File: config.mk
export PLATFORM = sky130hd
export DESIGN_NAME = region_protection
export DESIGN_NICKNAME = d
export VERILOG_FILES = /design/src/logic/region_table_mem.v /design/src/logic/region_protection.v
export VERILOG_INCLUDE_DIRS = /design/src /design/src/logic
export SDC_FILE = /design/constraint.sdc
export NUM_CORES = 2
export LEC_CHECK = 0
export BUFFER_PORTS_ARGS = -buffer_cell sky130_fd_sc_hd__buf_2
export CAP_MARGIN = 20
export CORE_MARGIN = 3
export CORE_UTILIZATION = 35
export CTS_BUF_LIST = sky130_fd_sc_hd__clkbuf_4 sky130_fd_sc_hd__clkbuf_8
export CTS_CLUSTER_DIAMETER = 30
export DETAILED_ROUTE_END_ITERATION = 7
export SETUP_SLACK_MARGIN = 0.02
export SLEW_MARGIN = 20
export SYNTH_ARGS = -nofsm -noshare
export SYNTH_HDL_FRONTEND = slang
export SYNTH_SLANG_ARGS = --single-unit
File: constraint.sdc
create_clock -name clock_in -period 6.85 [get_ports clock_in]
set_input_delay 0.3425 -clock clock_in [delete_from_list [all_inputs] [get_ports clock_in]]
set_output_delay 0.3425 -clock clock_in [all_outputs]
set_load 0.005 [all_outputs]
File: src/logic/region_protection_defines.vh
`ifndef REGION_PROTECTION_DEFINES_VH
`define REGION_PROTECTION_DEFINES_VH

// Register map on the private peripheral bus
`define RP_SELECT_ADDR     32'hE000_ED98
`define RP_MAP_SPAN        32'h0000_0024
`define RP_WORD_SELECT     4'h0
`define RP_BASE_OFFSET     32'h0000_0004
`define RP_SIZE_OFFSET     32'h0000_0008
`define RP_ATTR_OFFSET     32'h0000_000A

// Access sizes from the core
`define RP_SIZE_BYTE       2'h0
`define RP_SIZE_HALF       2'h1
`define RP_SIZE_WORD       2'h2

// Base register fields
`define RP_BASE_REGION_W   4
`define RP_BASE_VALID_BIT  4
`define RP_BASE_ADDR_LSB   5
`define RP_BASE_ADDR_W     27

// Attribute and size register fields
`define RP_ATTR_WMASK      32'h173F_FF3F
`define RP_ATTR_RESET      32'h0000_0000
`define RP_ATTR_ENABLE_BIT 0
`define RP_ATTR_SIZE_LSB   1
`define RP_ATTR_SRD_LSB    8
`define RP_ATTR_B_BIT      16
`define RP_ATTR_C_BIT      17
`define RP_ATTR_S_BIT      18
`define RP_ATTR_TEX_LSB    19
`define RP_ATTR_AP_LSB     24
`define RP_ATTR_XN_BIT     28

// Size field limits
`define RP_SIZE_MIN        5'h04
`define RP_SIZE_SUBREGION  5'h07
`define RP_SUB_SHIFT       5'h02

// Access permission codes
`define RP_AP_NONE         3'h0
`define RP_AP_PRIV_RW      3'h1
`define RP_AP_USER_RO      3'h2
`define RP_AP_FULL         3'h3
`define RP_AP_PRIV_RO      3'h5
`define RP_AP_RO           3'h6
`define RP_AP_RO_ALT       3'h7

// Fault status bit positions
`define RP_FS_IACC_BIT     0
`define RP_FS_DACC_BIT     1
`define RP_FS_ADDR_VALID   7

`endif

File: src/logic/region_table_mem.v
`timescale 1ns/100ps
`include "region_protection_defines.vh"

module region_table_mem #(
  parameter REGIONS = 8,
  parameter IDX_W   = 3
) (
  input  wire                                 clock_in,
  input  wire                                 resetn_in,
  input  wire                                 base_write_in,
  input  wire [3:0]                           attr_lanes_in,
  input  wire [IDX_W-1:0]                     write_index_in,
  input  wire [`RP_BASE_ADDR_W-1:0]           base_data_in,
  input  wire [31:0]                          attr_data_in,
  input  wire [IDX_W-1:0]                     read_index_in,
  output reg  [`RP_BASE_ADDR_W-1:0]           read_base_out,
  output reg  [31:0]                          read_attr_out,
  output wire [REGIONS*`RP_BASE_ADDR_W-1:0]   all_base_out,
  output wire [REGIONS*32-1:0]                all_attr_out
);

  reg [`RP_BASE_ADDR_W-1:0] base_mem [0:REGIONS-1];
  reg [31:0]                attr_mem [0:REGIONS-1];
  integer                   i;
  integer                   b;
  genvar                    g;

  always @(posedge clock_in or negedge resetn_in) begin
    if (!resetn_in) begin
      for (i = 0; i < REGIONS; i = i + 1) begin
        base_mem[i] <= {`RP_BASE_ADDR_W{1'b0}};
        attr_mem[i] <= `RP_ATTR_RESET;
      end
      read_base_out <= {`RP_BASE_ADDR_W{1'b0}};
      read_attr_out <= `RP_ATTR_RESET;
    end else begin
      if (base_write_in) begin
        base_mem[write_index_in] <= base_data_in;
      end
      for (b = 0; b < 4; b = b + 1) begin
        if (attr_lanes_in[b]) begin
          attr_mem[write_index_in][b*8 +: 8] <= attr_data_in[b*8 +: 8];
        end
      end
      read_base_out <= base_mem[read_index_in];
      read_attr_out <= attr_mem[read_index_in];
    end
  end

  generate
    for (g = 0; g < REGIONS; g = g + 1) begin : flat
      assign all_base_out[g*`RP_BASE_ADDR_W +: `RP_BASE_ADDR_W] = base_mem[g];
      assign all_attr_out[g*32 +: 32] = attr_mem[g];
    end
  endgenerate

endmodule

File: src/logic/region_protection.v
`timescale 1ns/100ps
`include "region_protection_defines.vh"

module region_protection #(
  parameter REGIONS = 8,
  parameter IDX_W   = 3
) (
  input  wire             clock_in,
  input  wire             resetn_in,
  input  wire [31:0]      reg_addr_in,
  input  wire [31:0]      reg_wdata_in,
  input  wire [1:0]       reg_size_in,
  input  wire             reg_write_in,
  input  wire             reg_read_in,
  output reg  [31:0]      reg_rdata_out,
  output reg              reg_rvalid_out,
  input  wire             check_valid_in,
  input  wire [31:0]      check_addr_in,
  input  wire             check_priv_in,
  input  wire             check_write_in,
  input  wire             check_fetch_in,
  output reg              check_done_out,
  output reg              check_hit_out,
  output reg  [IDX_W-1:0] check_region_out,
  output reg  [9:0]       check_attr_out,
  output reg              mem_fault_out,
  input  wire             fault_status_clear_in,
  output reg  [7:0]       fault_status_out,
  output reg  [31:0]      fault_addr_out
);

  localparam KIND_SELECT = 3'b001;
  localparam KIND_BASE   = 3'b010;
  localparam KIND_ATTR   = 3'b100;
  localparam AW          = `RP_BASE_ADDR_W;

  // Byte lanes of an access; zero when it is misaligned
  function [3:0] lane_mask;
    input [1:0] low;
    input [1:0] size;
    begin
      lane_mask = 4'h0;
      if (size == `RP_SIZE_BYTE) begin
        lane_mask = 4'h1 << low;
      end else if (size == `RP_SIZE_HALF && !low[0]) begin
        lane_mask = low[1] ? 4'hC : 4'h3;
      end else if (size == `RP_SIZE_WORD && low == 2'h0) begin
        lane_mask = 4'hF;
      end
    end
  endfunction

  // Address lies inside a region of 2^(size+1) bytes
  function region_hit;
    input [31:0]   addr;
    input [AW-1:0] base;
    input [4:0]    size;
    reg   [32:0]   mask;
    begin
      mask = {33{1'b1}} << ({1'b0, size} + 6'd1);
      region_hit = ((addr ^ {base, {`RP_BASE_ADDR_LSB{1'b0}}})
                    & mask[31:0]) == 32'h0000_0000;
    end
  endfunction

  // Disabled-subregion test; small regions have none
  function sub_off;
    input [31:0] addr;
    input [4:0]  size;
    input [7:0]  subregion_disable_field;
    reg   [31:0] shifted;
    begin
      shifted = addr >> (size - `RP_SUB_SHIFT);
      sub_off = (size >= `RP_SIZE_SUBREGION) && subregion_disable_field[shifted[2:0]];
    end
  endfunction

  function ap_allows;
    input [2:0] ap;
    input       priv;
    input       write;
    begin
      case (ap)
        `RP_AP_PRIV_RW: ap_allows = priv;
        `RP_AP_USER_RO: ap_allows = priv | !write;
        `RP_AP_FULL:    ap_allows = 1'b1;
        `RP_AP_PRIV_RO: ap_allows = priv & !write;
        `RP_AP_RO:      ap_allows = !write;
        `RP_AP_RO_ALT:  ap_allows = !write;
        default:        ap_allows = 1'b0;
      endcase
    end
  endfunction

  reg  [IDX_W-1:0]         region_select_reg;
  reg  [2:0]               read_kind;
  reg  [1:0]               read_low;
  reg                      read_pending;
  wire [AW-1:0]            read_base;
  wire [31:0]              read_attr;
  wire [REGIONS*AW-1:0]    all_base;
  wire [REGIONS*32-1:0]    all_attr;

  // Register decode
  wire [31:0] offset = reg_addr_in - `RP_SELECT_ADDR;
  wire        in_map = offset < `RP_MAP_SPAN;
  wire [3:0]  word   = offset[5:2];
  wire [3:0]  lanes  = lane_mask(reg_addr_in[1:0], reg_size_in);
  wire        is_select = in_map && word == `RP_WORD_SELECT;
  wire        is_base   = in_map && word[0];
  wire        is_attr   = in_map && word != `RP_WORD_SELECT && !word[0];
  wire        word_acc  = lanes == 4'hF;
  wire        wr_ok     = reg_write_in && ((is_attr && lanes != 4'h0) ||
                          ((is_select || is_base) && word_acc));
  wire        rd_ok     = reg_read_in && in_map && lanes != 4'h0;
  wire        base_valid = reg_wdata_in[`RP_BASE_VALID_BIT];

  reg             next_base_write;
  reg [3:0]       next_attr_lanes;
  reg [IDX_W-1:0] next_write_index;

  always @* begin
    next_base_write  = 1'b0;
    next_attr_lanes  = 4'h0;
    next_write_index = region_select_reg;
    if (wr_ok && is_base) begin
      next_base_write = 1'b1;
      if (base_valid) begin
        next_write_index = reg_wdata_in[IDX_W-1:0];
      end
    end else if (wr_ok && is_attr) begin
      next_attr_lanes = lanes;
    end
  end

  // Writes land in the same edge they are issued, one per cycle
  always @(posedge clock_in or negedge resetn_in) begin
    if (!resetn_in) begin
      region_select_reg <= {IDX_W{1'b0}};
    end else if (wr_ok && is_select) begin
      region_select_reg <= reg_wdata_in[IDX_W-1:0];
    end else if (wr_ok && is_base && base_valid) begin
      region_select_reg <= reg_wdata_in[IDX_W-1:0];
    end
  end

  region_table_mem #(
    .REGIONS (REGIONS),
    .IDX_W   (IDX_W)
  ) table_mem (
    .clock_in       (clock_in),
    .resetn_in      (resetn_in),
    .base_write_in  (next_base_write),
    .attr_lanes_in  (next_attr_lanes),
    .write_index_in (next_write_index),
    .base_data_in   (reg_wdata_in[31:`RP_BASE_ADDR_LSB]),
    .attr_data_in   (reg_wdata_in & `RP_ATTR_WMASK),
    .read_index_in  (region_select_reg),
    .read_base_out  (read_base),
    .read_attr_out  (read_attr),
    .all_base_out   (all_base),
    .all_attr_out   (all_attr)
  );

  // Read path: table word registered, then formatted
  always @(posedge clock_in or negedge resetn_in) begin
    if (!resetn_in) begin
      read_kind      <= KIND_SELECT;
      read_low       <= 2'h0;
      read_pending   <= 1'b0;
      reg_rdata_out  <= 32'h0000_0000;
      reg_rvalid_out <= 1'b0;
    end else begin
      read_pending <= rd_ok;
      read_low     <= reg_addr_in[1:0];
      if (is_select) begin
        read_kind <= KIND_SELECT;
      end else if (is_base) begin
        read_kind <= KIND_BASE;
      end else begin
        read_kind <= KIND_ATTR;
      end
      reg_rvalid_out <= read_pending;
      if (read_pending) begin
        case (read_kind)
          KIND_SELECT: reg_rdata_out <= {{(32-IDX_W){1'b0}},
                                         region_select_reg};
          KIND_BASE:   reg_rdata_out <= {read_base, 1'b0,
                         {(`RP_BASE_VALID_BIT-IDX_W){1'b0}},
                         region_select_reg};
          KIND_ATTR:   reg_rdata_out <= read_attr;
          default:     reg_rdata_out <= 32'h0000_0000;
        endcase
      end
    end
  end

  // Access check against all regions in parallel
  reg             found;
  reg [IDX_W-1:0] hit_index;
  reg [31:0]      hit_attr;
  reg [31:0]      attr_i;
  reg [AW-1:0]    base_i;
  integer         r;

  always @* begin
    found     = 1'b0;
    hit_index = {IDX_W{1'b0}};
    hit_attr  = 32'h0000_0000;
    attr_i    = 32'h0000_0000;
    base_i    = {AW{1'b0}};
    for (r = 0; r < REGIONS; r = r + 1) begin
      attr_i = all_attr[r*32 +: 32];
      base_i = all_base[r*AW +: AW];
      if (attr_i[`RP_ATTR_ENABLE_BIT] &&
          attr_i[`RP_ATTR_SIZE_LSB +: 5] >= `RP_SIZE_MIN &&
          region_hit(check_addr_in, base_i,
                     attr_i[`RP_ATTR_SIZE_LSB +: 5]) &&
          !sub_off(check_addr_in, attr_i[`RP_ATTR_SIZE_LSB +: 5],
                   attr_i[`RP_ATTR_SRD_LSB +: 8])) begin
        found     = 1'b1;
        hit_index = r[IDX_W-1:0];
        hit_attr  = attr_i;
      end
    end
  end

  wire permitted = found &&
       ap_allows(hit_attr[`RP_ATTR_AP_LSB +: 3], check_priv_in,
                 check_write_in) &&
       !(check_fetch_in && hit_attr[`RP_ATTR_XN_BIT]);
  wire violation = check_valid_in && !permitted;

  reg [7:0] next_status;

  always @* begin
    next_status = fault_status_out;
    if (fault_status_clear_in) begin
      next_status = 8'h00;
    end
    // A new fault outranks a clear in the same cycle
    if (violation) begin
      if (check_fetch_in) begin
        next_status[`RP_FS_IACC_BIT] = 1'b1;
      end else begin
        next_status[`RP_FS_DACC_BIT]   = 1'b1;
        next_status[`RP_FS_ADDR_VALID] = 1'b1;
      end
    end
  end

  always @(posedge clock_in or negedge resetn_in) begin
    if (!resetn_in) begin
      check_done_out   <= 1'b0;
      check_hit_out    <= 1'b0;
      check_region_out <= {IDX_W{1'b0}};
      check_attr_out   <= 10'h000;
      mem_fault_out    <= 1'b0;
      fault_status_out <= 8'h00;
      fault_addr_out   <= 32'h0000_0000;
    end else begin
      check_done_out   <= check_valid_in;
      mem_fault_out    <= violation;
      fault_status_out <= next_status;
      if (check_valid_in) begin
        check_hit_out    <= found;
        check_region_out <= hit_index;
        check_attr_out   <= {hit_attr[`RP_ATTR_XN_BIT],
                             hit_attr[`RP_ATTR_AP_LSB +: 3],
                             hit_attr[`RP_ATTR_TEX_LSB +: 3],
                             hit_attr[`RP_ATTR_S_BIT],
                             hit_attr[`RP_ATTR_C_BIT],
                             hit_attr[`RP_ATTR_B_BIT]};
      end
      if (violation && !check_fetch_in) begin
        fault_addr_out <= check_addr_in;
      end
    end
  end

endmodule

After elaboration in Yosys (flattened, before gate mapping)
Index checks and enable logic that the tools add are counted.
{"block": "op_classes", "addsub": 17, "order_cmp": 28, "n_eq_ne": 12, "shifts": 17, "n_mux": 85, "n_bitwise": 20, "reduce_logical": 84}
{"operator": "256-bit bitwise mux", "n": 4}
{"operator": "256-bit 2-to-1 mux", "n": 4}
{"operator": "32-bit demux with 3-bit select", "n": 4}
{"operator": "33-bit by 6-bit left shift with 32-bit output, first input constant", "n": 8}
{"operator": "32-bit AND", "n": 8}
{"operator": "32-bit zero test", "n": 8}
{"operator": "32-bit by 5-bit >> shifter with 3-bit output", "n": 8}
{"operator": "32-bit XOR", "n": 8}
{"operator": "29-bit 2-to-1 mux", "n": 8}
{"operator": "216-bit bitwise mux", "n": 1}
{"operator": "32-bit binary-select mux with 3-bit select", "n": 1}
{"operator": "32-bit 2-to-1 mux", "n": 3}
{"operator": "32-bit one-hot mux with 3 select lines", "n": 1}
{"operator": "27-bit binary-select mux with 3-bit select", "n": 1}
{"operator": "27-bit demux with 3-bit select", "n": 1}
{"operator": "27-bit 2-to-1 mux", "n": 3}
{"operator": "5-bit by 3-bit >= comparator with 1-bit output, second input constant", "n": 16}
{"operator": "1-bit logical AND", "n": 53}
{"operator": "5-bit by 1-bit adder with 6-bit output, second input constant", "n": 8}
{"operator": "5-bit by 2-bit subtractor with 5-bit output, second input constant", "n": 8}
{"operator": "3-bit 2-to-1 mux", "n": 12}
{"operator": "3-bit by 4-bit less-than comparator with 1-bit output, second input constant", "n": 8}
{"operator": "32-bit by 6-bit less-than comparator with 1-bit output, second input constant", "n": 1}
{"operator": "32-bit subtractor, second input constant", "n": 1}
{"operator": "other kinds (27)", "n": 85}
{"block": "totals", "reg_bits": 622, "inputBits": 107, "out_inout_bits": 89, "wordCells": 293}

Longest topological paths before layout
{"block": "depth", "word_depth": 24, "mapped_depth": 21, "mapped_depth_nobuf": 16}

Modules after synthesis
A second synthesis with hierarchy kept.
{"block": "hier_totals", "cells_unflattened": 3478, "area_unflattened_um2": 41382.2}
{"mod": "region_table_mem", "n_inst": 1, "cells_each": 1301, "area_each_um2": 23053.4, "seq_area_each_um2": 13287.7}
{"mod": "region_protection", "n_inst": 1, "cells_each": 2177, "area_each_um2": 18328.8, "seq_area_each_um2": 2278.4}

Worst setup path after synthesis
Ideal clock, no wire load.
{"block": "synth_timing", "path_kind": "register -> register", "startpoint": "register table_mem.attr_mem, in the netlist table_mem.all_attr_out[34]", "endpoint": "register fault_addr_out[10]", "setup_ns": 0.125, "t_arrival_ns": 5.208, "required_time_ns": 6.725, "setup_slack_ns": 1.517, "stages_incl_launch_ff": 18, "path_buffers": 4, "synth_period_minus_slack_ns": 5.333, "path_cell_list": "dfrtp_1 > buf_2 > buf_1 > inv_1 > ha_1 > xor2_2 > mux4_2 > mux2i_1 > mux4_2 > o22ai_1 > nor2_1 > clkbuf_1 > a221o_1 > a211oi_1 > o22ai_1 > a211oi_4 > buf_6 > mux2_4"}
{"block": "synth_between", "elab_chain_len": 22, "word_cells_on_any_way": 44, "cone_classes": "add/sub (2); order compare (2); eq/ne (6); shift (2); mux (17); bitwise (1); reduce/logical (14)"}
{"element": "from (decl)", "line": "region_table_mem.v:23", "source": "reg [31:0] attr_mem [0:REGIONS-1];"}
{"element": "from (signal, indexed assignment)", "line": "region_table_mem.v:32", "source": "attr_mem[i] <= `RP_ATTR_RESET;"}
{"element": "from (signal, indexed assignment)", "line": "region_table_mem.v:42", "source": "attr_mem[write_index_in][b*8 +: 8] <= attr_data_in[b*8 +: 8];"}
{"element": "5-bit by 2-bit subtractor with 5-bit output (no source line)"}
{"element": "32-bit by 5-bit >> shifter with 3-bit output", "line": "region_protection.v:73", "source": "shifted = addr >> (size - `RP_SUB_SHIFT);"}
{"element": "1-bit binary-select mux with 3-bit select", "line": "region_protection.v:74", "source": "sub_off = (size >= `RP_SIZE_SUBREGION) && subregion_disable_field[shifted[2:0]];"}
{"element": "1-bit 2-to-1 mux (implied by the code)", "line": "region_protection.v:74"}
{"element": "1-bit logical AND", "line": "region_protection.v:74"}
{"element": "1-bit zero test", "line": "region_protection.v:219", "source": "!sub_off(check_addr_in, attr_i[`RP_ATTR_SIZE_LSB +: 5],"}
{"element": "1-bit logical AND (*)", "line": "region_protection.v:215", "source": "if (attr_i[`RP_ATTR_ENABLE_BIT] &&"}
{"element": "29-bit 2-to-1 mux (7 in series)", "line": "region_protection.v:215"}
{"element": "3-bit == test", "line": "region_protection.v:83", "source": "case (ap)"}
{"element": "2-bit OR reduction (no source line)"}
{"element": "1-bit one-hot mux with 5 select lines", "line": "region_protection.v:83"}
{"element": "1-bit logical AND", "line": "region_protection.v:228", "source": "wire permitted = found &&"}
{"element": "1-bit logical AND (*)", "line": "region_protection.v:228"}
{"element": "1-bit zero test (*)", "line": "region_protection.v:232", "source": "wire violation = check_valid_in && !permitted;"}
{"element": "1-bit logical AND (*)", "line": "region_protection.v:232"}
{"element": "1-bit logical AND (*)", "line": "region_protection.v:275", "source": "if (violation && !check_fetch_in) begin"}
{"element": "to (signal assigned)", "line": "region_protection.v:276", "source": "fault_addr_out <= check_addr_in;"}
{"element": "to (decl)", "line": "region_protection.v:29", "source": "output reg [31:0] fault_addr_out"}
Mark *: on every way between the ends. The rest lies on a longest branch, timed or not. The select of a mux whose other input is x is not followed.
A chain may end at the register's enable or synchronous reset.

Final worst setup path
{"block": "layout_timing", "startpoint": "register table_mem.attr_mem, in the netlist table_mem.all_attr_out[35]", "endpoint": "register fault_addr_out[1]"}
Same word-level chain as after synthesis.

==> metrics.txt <==
cell area after synthesis 38,200 µm²; Final GP Congestion 0.988; slew at the pin closest to its max-slew limit 1.08 ns; count of cell types in the netlist 91; H-tree lvl count 4; part of the cycle the worst path needs 94.6%; Overall Power 8.47 mW; largest net degree at the start of global routing 160; post-detailed-route via-to-cell ratio 6.25; y dimension of the die 336 µm; drt drc 0; final worst clock skew 0.0376 ns; Req. time, crit path 7.52 ns; achievable clock frequency 0.154 GHz; non-filler cells in the finished layout 4,987; proportion of synthesized flip-flops having asynchronous set or reset 100%; critical path fanouts, max 34; CTS Sinks 550; number of instances in the placed design 4,730; setup repair bufs after CTS 0; pre-CTS worst setup slack 0.679 ns; endpoint kind of the worst setup timing path flip-flop; CTS Root Cell sky130_fd_sc_hd__clkbuf_8; Setup Crit Path Kind reg -> reg; total vias in the final route 31,200; portion of synthesized cell area occupied by the leading cell type 36.0%; overall global routing resource usage 26.2%; effective utilization at floorplan 35.5%; CP Launch Type flip-flop; arrival time at the worst endpoint 7.16 ns; Min-Delay Path Class in -> async; EDFF count, synth 0; number of register bits inferred by synthesis 550; wire length of the first global-routing pass 218,000 µm; total cell area at the placement stage 40,500 µm²; post-route cell area 43,700 µm²; number of buffers created by CTS 130; Final min period 6.48 ns; top cells by area in the synthesized netlist sky130_fd_sc_hd__dfrtp_1 (36%), sky130_fd_sc_hd__mux4_2 (15%), sky130_fd_sc_hd__mux2_2 (14%), sky130_fd_sc_hd__xor2_1 (3.1%), sky130_fd_sc_hd__mux2i_1 (3.0%); max reg flops 216; I/O Pins 196; clock latency on the worst-skew pair 0.82 ns; die width 336 µm; clock tree from TritonCTS built; filler cell count 10,200; worst vdd ir 0.169 mV; Leak 18.7 nW; layout overhead on the synthesized area 14.5%; iteration-0 DRC count of the detailed router 3,809; Seq/Total Area, Yosys 36.0%; ratio of cells with drive above 1 in the final layout 37.0%; Port Buffer Count 190; setup slack, reg-to-reg 0.37 ns; number of placement rows 120; final worst slack 0.368 ns; cell accounting for the most synthesized area sky130_fd_sc_hd__dfrtp_1; status finished clean; Final Net Count 3,644; RSZ-0062 raised after global routing no; Ys Warns 0; DIE AREA 113,000 µm²; number of global-route vias before repair 30,900; First-pass DRT Iterations 6; count of endpoints failing setup in the final report 0; post-detail-place hpwl 107,000 µm; Primary FF master, synth sky130_fd_sc_hd__dfrtp_1; initial antenna violation count 9; clock input transition at the sequential cells of the worst setup and hold paths 0.06 ns; Final Slew Violations 0; Routed wire per std cell 30.1 µm; average cell area after synthesis 11.5 µm²; worst slew margin relative to its limit 27.7%; DRT antenna net count 0; CTS max path bufs 3; worst hold slack 0.0599 ns; MaxCap Viol Count 0; core region area 108,000 µm²; share of the core filled with cells 40.6%; pwr/cell area 194 nW/µm²; Hold Violations, Final 0; GRT overflow 0; instance count of the mapped netlist 3,326; post-route setup TNS 0 ns; total wire length 150,000 µm
-- cells in the mapped netlist (all sizes together), types with 62 or more instances --
master  instances
dfrtp         549
mux2          506
mux4          253
clkbuf        177
nor2          170
nand2         152
xor2          139
xnor2         119
a21oi         117
mux2i         113
buf           103
inv           102
o21ai          85
nand3          62
-- critical path, stage by stage (launching register included) --
cell	delay, ns
sky130_fd_sc_hd__dfrtp_1	0.58
sky130_fd_sc_hd__inv_1	0.14
sky130_fd_sc_hd__ha_1	0.24
sky130_fd_sc_hd__xor2_2	0.38
sky130_fd_sc_hd__buf_4	0.28
sky130_fd_sc_hd__mux4_2	0.51
sky130_fd_sc_hd__mux2i_1	0.41
sky130_fd_sc_hd__buf_4	0.23
sky130_fd_sc_hd__mux4_2	0.51
sky130_fd_sc_hd__o22ai_1	0.62
sky130_fd_sc_hd__buf_4	0.28
sky130_fd_sc_hd__nor2_1	0.05
sky130_fd_sc_hd__buf_4	0.19
sky130_fd_sc_hd__a221o_1	0.35
sky130_fd_sc_hd__a211oi_1	0.28
sky130_fd_sc_hd__o22ai_1	0.20
sky130_fd_sc_hd__a211oi_4	0.34
sky130_fd_sc_hd__buf_12	0.28
sky130_fd_sc_hd__mux2_2	0.38
-- layer usage --
| metal | up-vias | share of wire (%) | global-route usage [%] | routed length, µm |
|---|---|---|---|---|
| met3 | 458 | 10 | 7.15 | 15500 |
| met5 | - | 0.0060 | 0 | 9 |
| li1 | 12900 | - | - | - |
| met1 | 15900 | 39 | 34.0 | 58800 |
| met2 | 1936 | 43 | 38.8 | 65200 |
| met4 | 2 | 7.0 | 16.4 | 10600 |
-- area by class of cell --
cell class | instances | area, µm² | share of cell area (%)
multi-input combinational | 2397 | 22900 | 52.4
sequential | 550 | 13800 | 31.5
clock buffer | 166 | 2180 | 4.98
timing repair buffer | 299 | 1920 | 4.40
tap | 1403 | 1760 | 4.01
clock inverter | 65 | 802 | 1.83
inverter | 103 | 387 | 0.884
antenna | 4 | 10.0 | 0.0229
-- path summary, 6_finish.rpt --
path	start	to	cells past startpoint
min in group clock_in	reg_addr_in[19]	read_kind[1]$_DFF_PN0_	5
min	resetn_in	reg_rdata_out[28]$_DFFE_PN0P_	2
min reg2reg	check_attr_out[7]$_DFFE_PN0P_	check_attr_out[7]$_DFFE_PN0P_	1
max	table_mem.all_attr_out[35]$_DFFE_PN0P_	fault_addr_out[1]$_DFFE_PN0P_	18
max reg2reg	table_mem.all_attr_out[35]$_DFFE_PN0P_	fault_addr_out[1]$_DFFE_PN0P_	18
max in group asynchronous	resetn_in	fault_addr_out[8]$_DFFE_PN0P_	3
-- power by group --
group / switching (mW) / internal (mW)
logic: 0.521 / 0.267
clock network: 1.75 / 2.62
registers: 0.0230 / 3.29
-- what timing repair did --
item	4_1_cts	5_1_grt
hold buffers	22	0
endpoints found under the hold margin	149	0
gates resized for setup	0	0
-- cell usage in the layout (no fill, tap or decap), drive strengths merged, types with 113 or more instances in the layout --
master,Yosys,layout
dfrtp,549,549
a21oi,117,117
mux4,253,253
nand2,152,152
nor2,170,170
mux2i,113,113
mux2,506,506
xnor2,119,119
clkbuf,177,166
xor2,139,139
buf,103,277
-- logic make-up after synthesis --
kind of cell / after synthesis / share of synthesized area [%]
AOI/OAI and AO/OA: 599 / 11.0
muxes: 872 / 33.1
buffers and inverters: 383 / 4.20
xor gates and xnor gates: 258 / 5.95
adders and majority gates: 56 / 1.83
and+or+nand+nor: 607 / 7.83
other: 1 / 0.00982
DFF: 550 / 36.0
(Power assumes the default switching activity.)
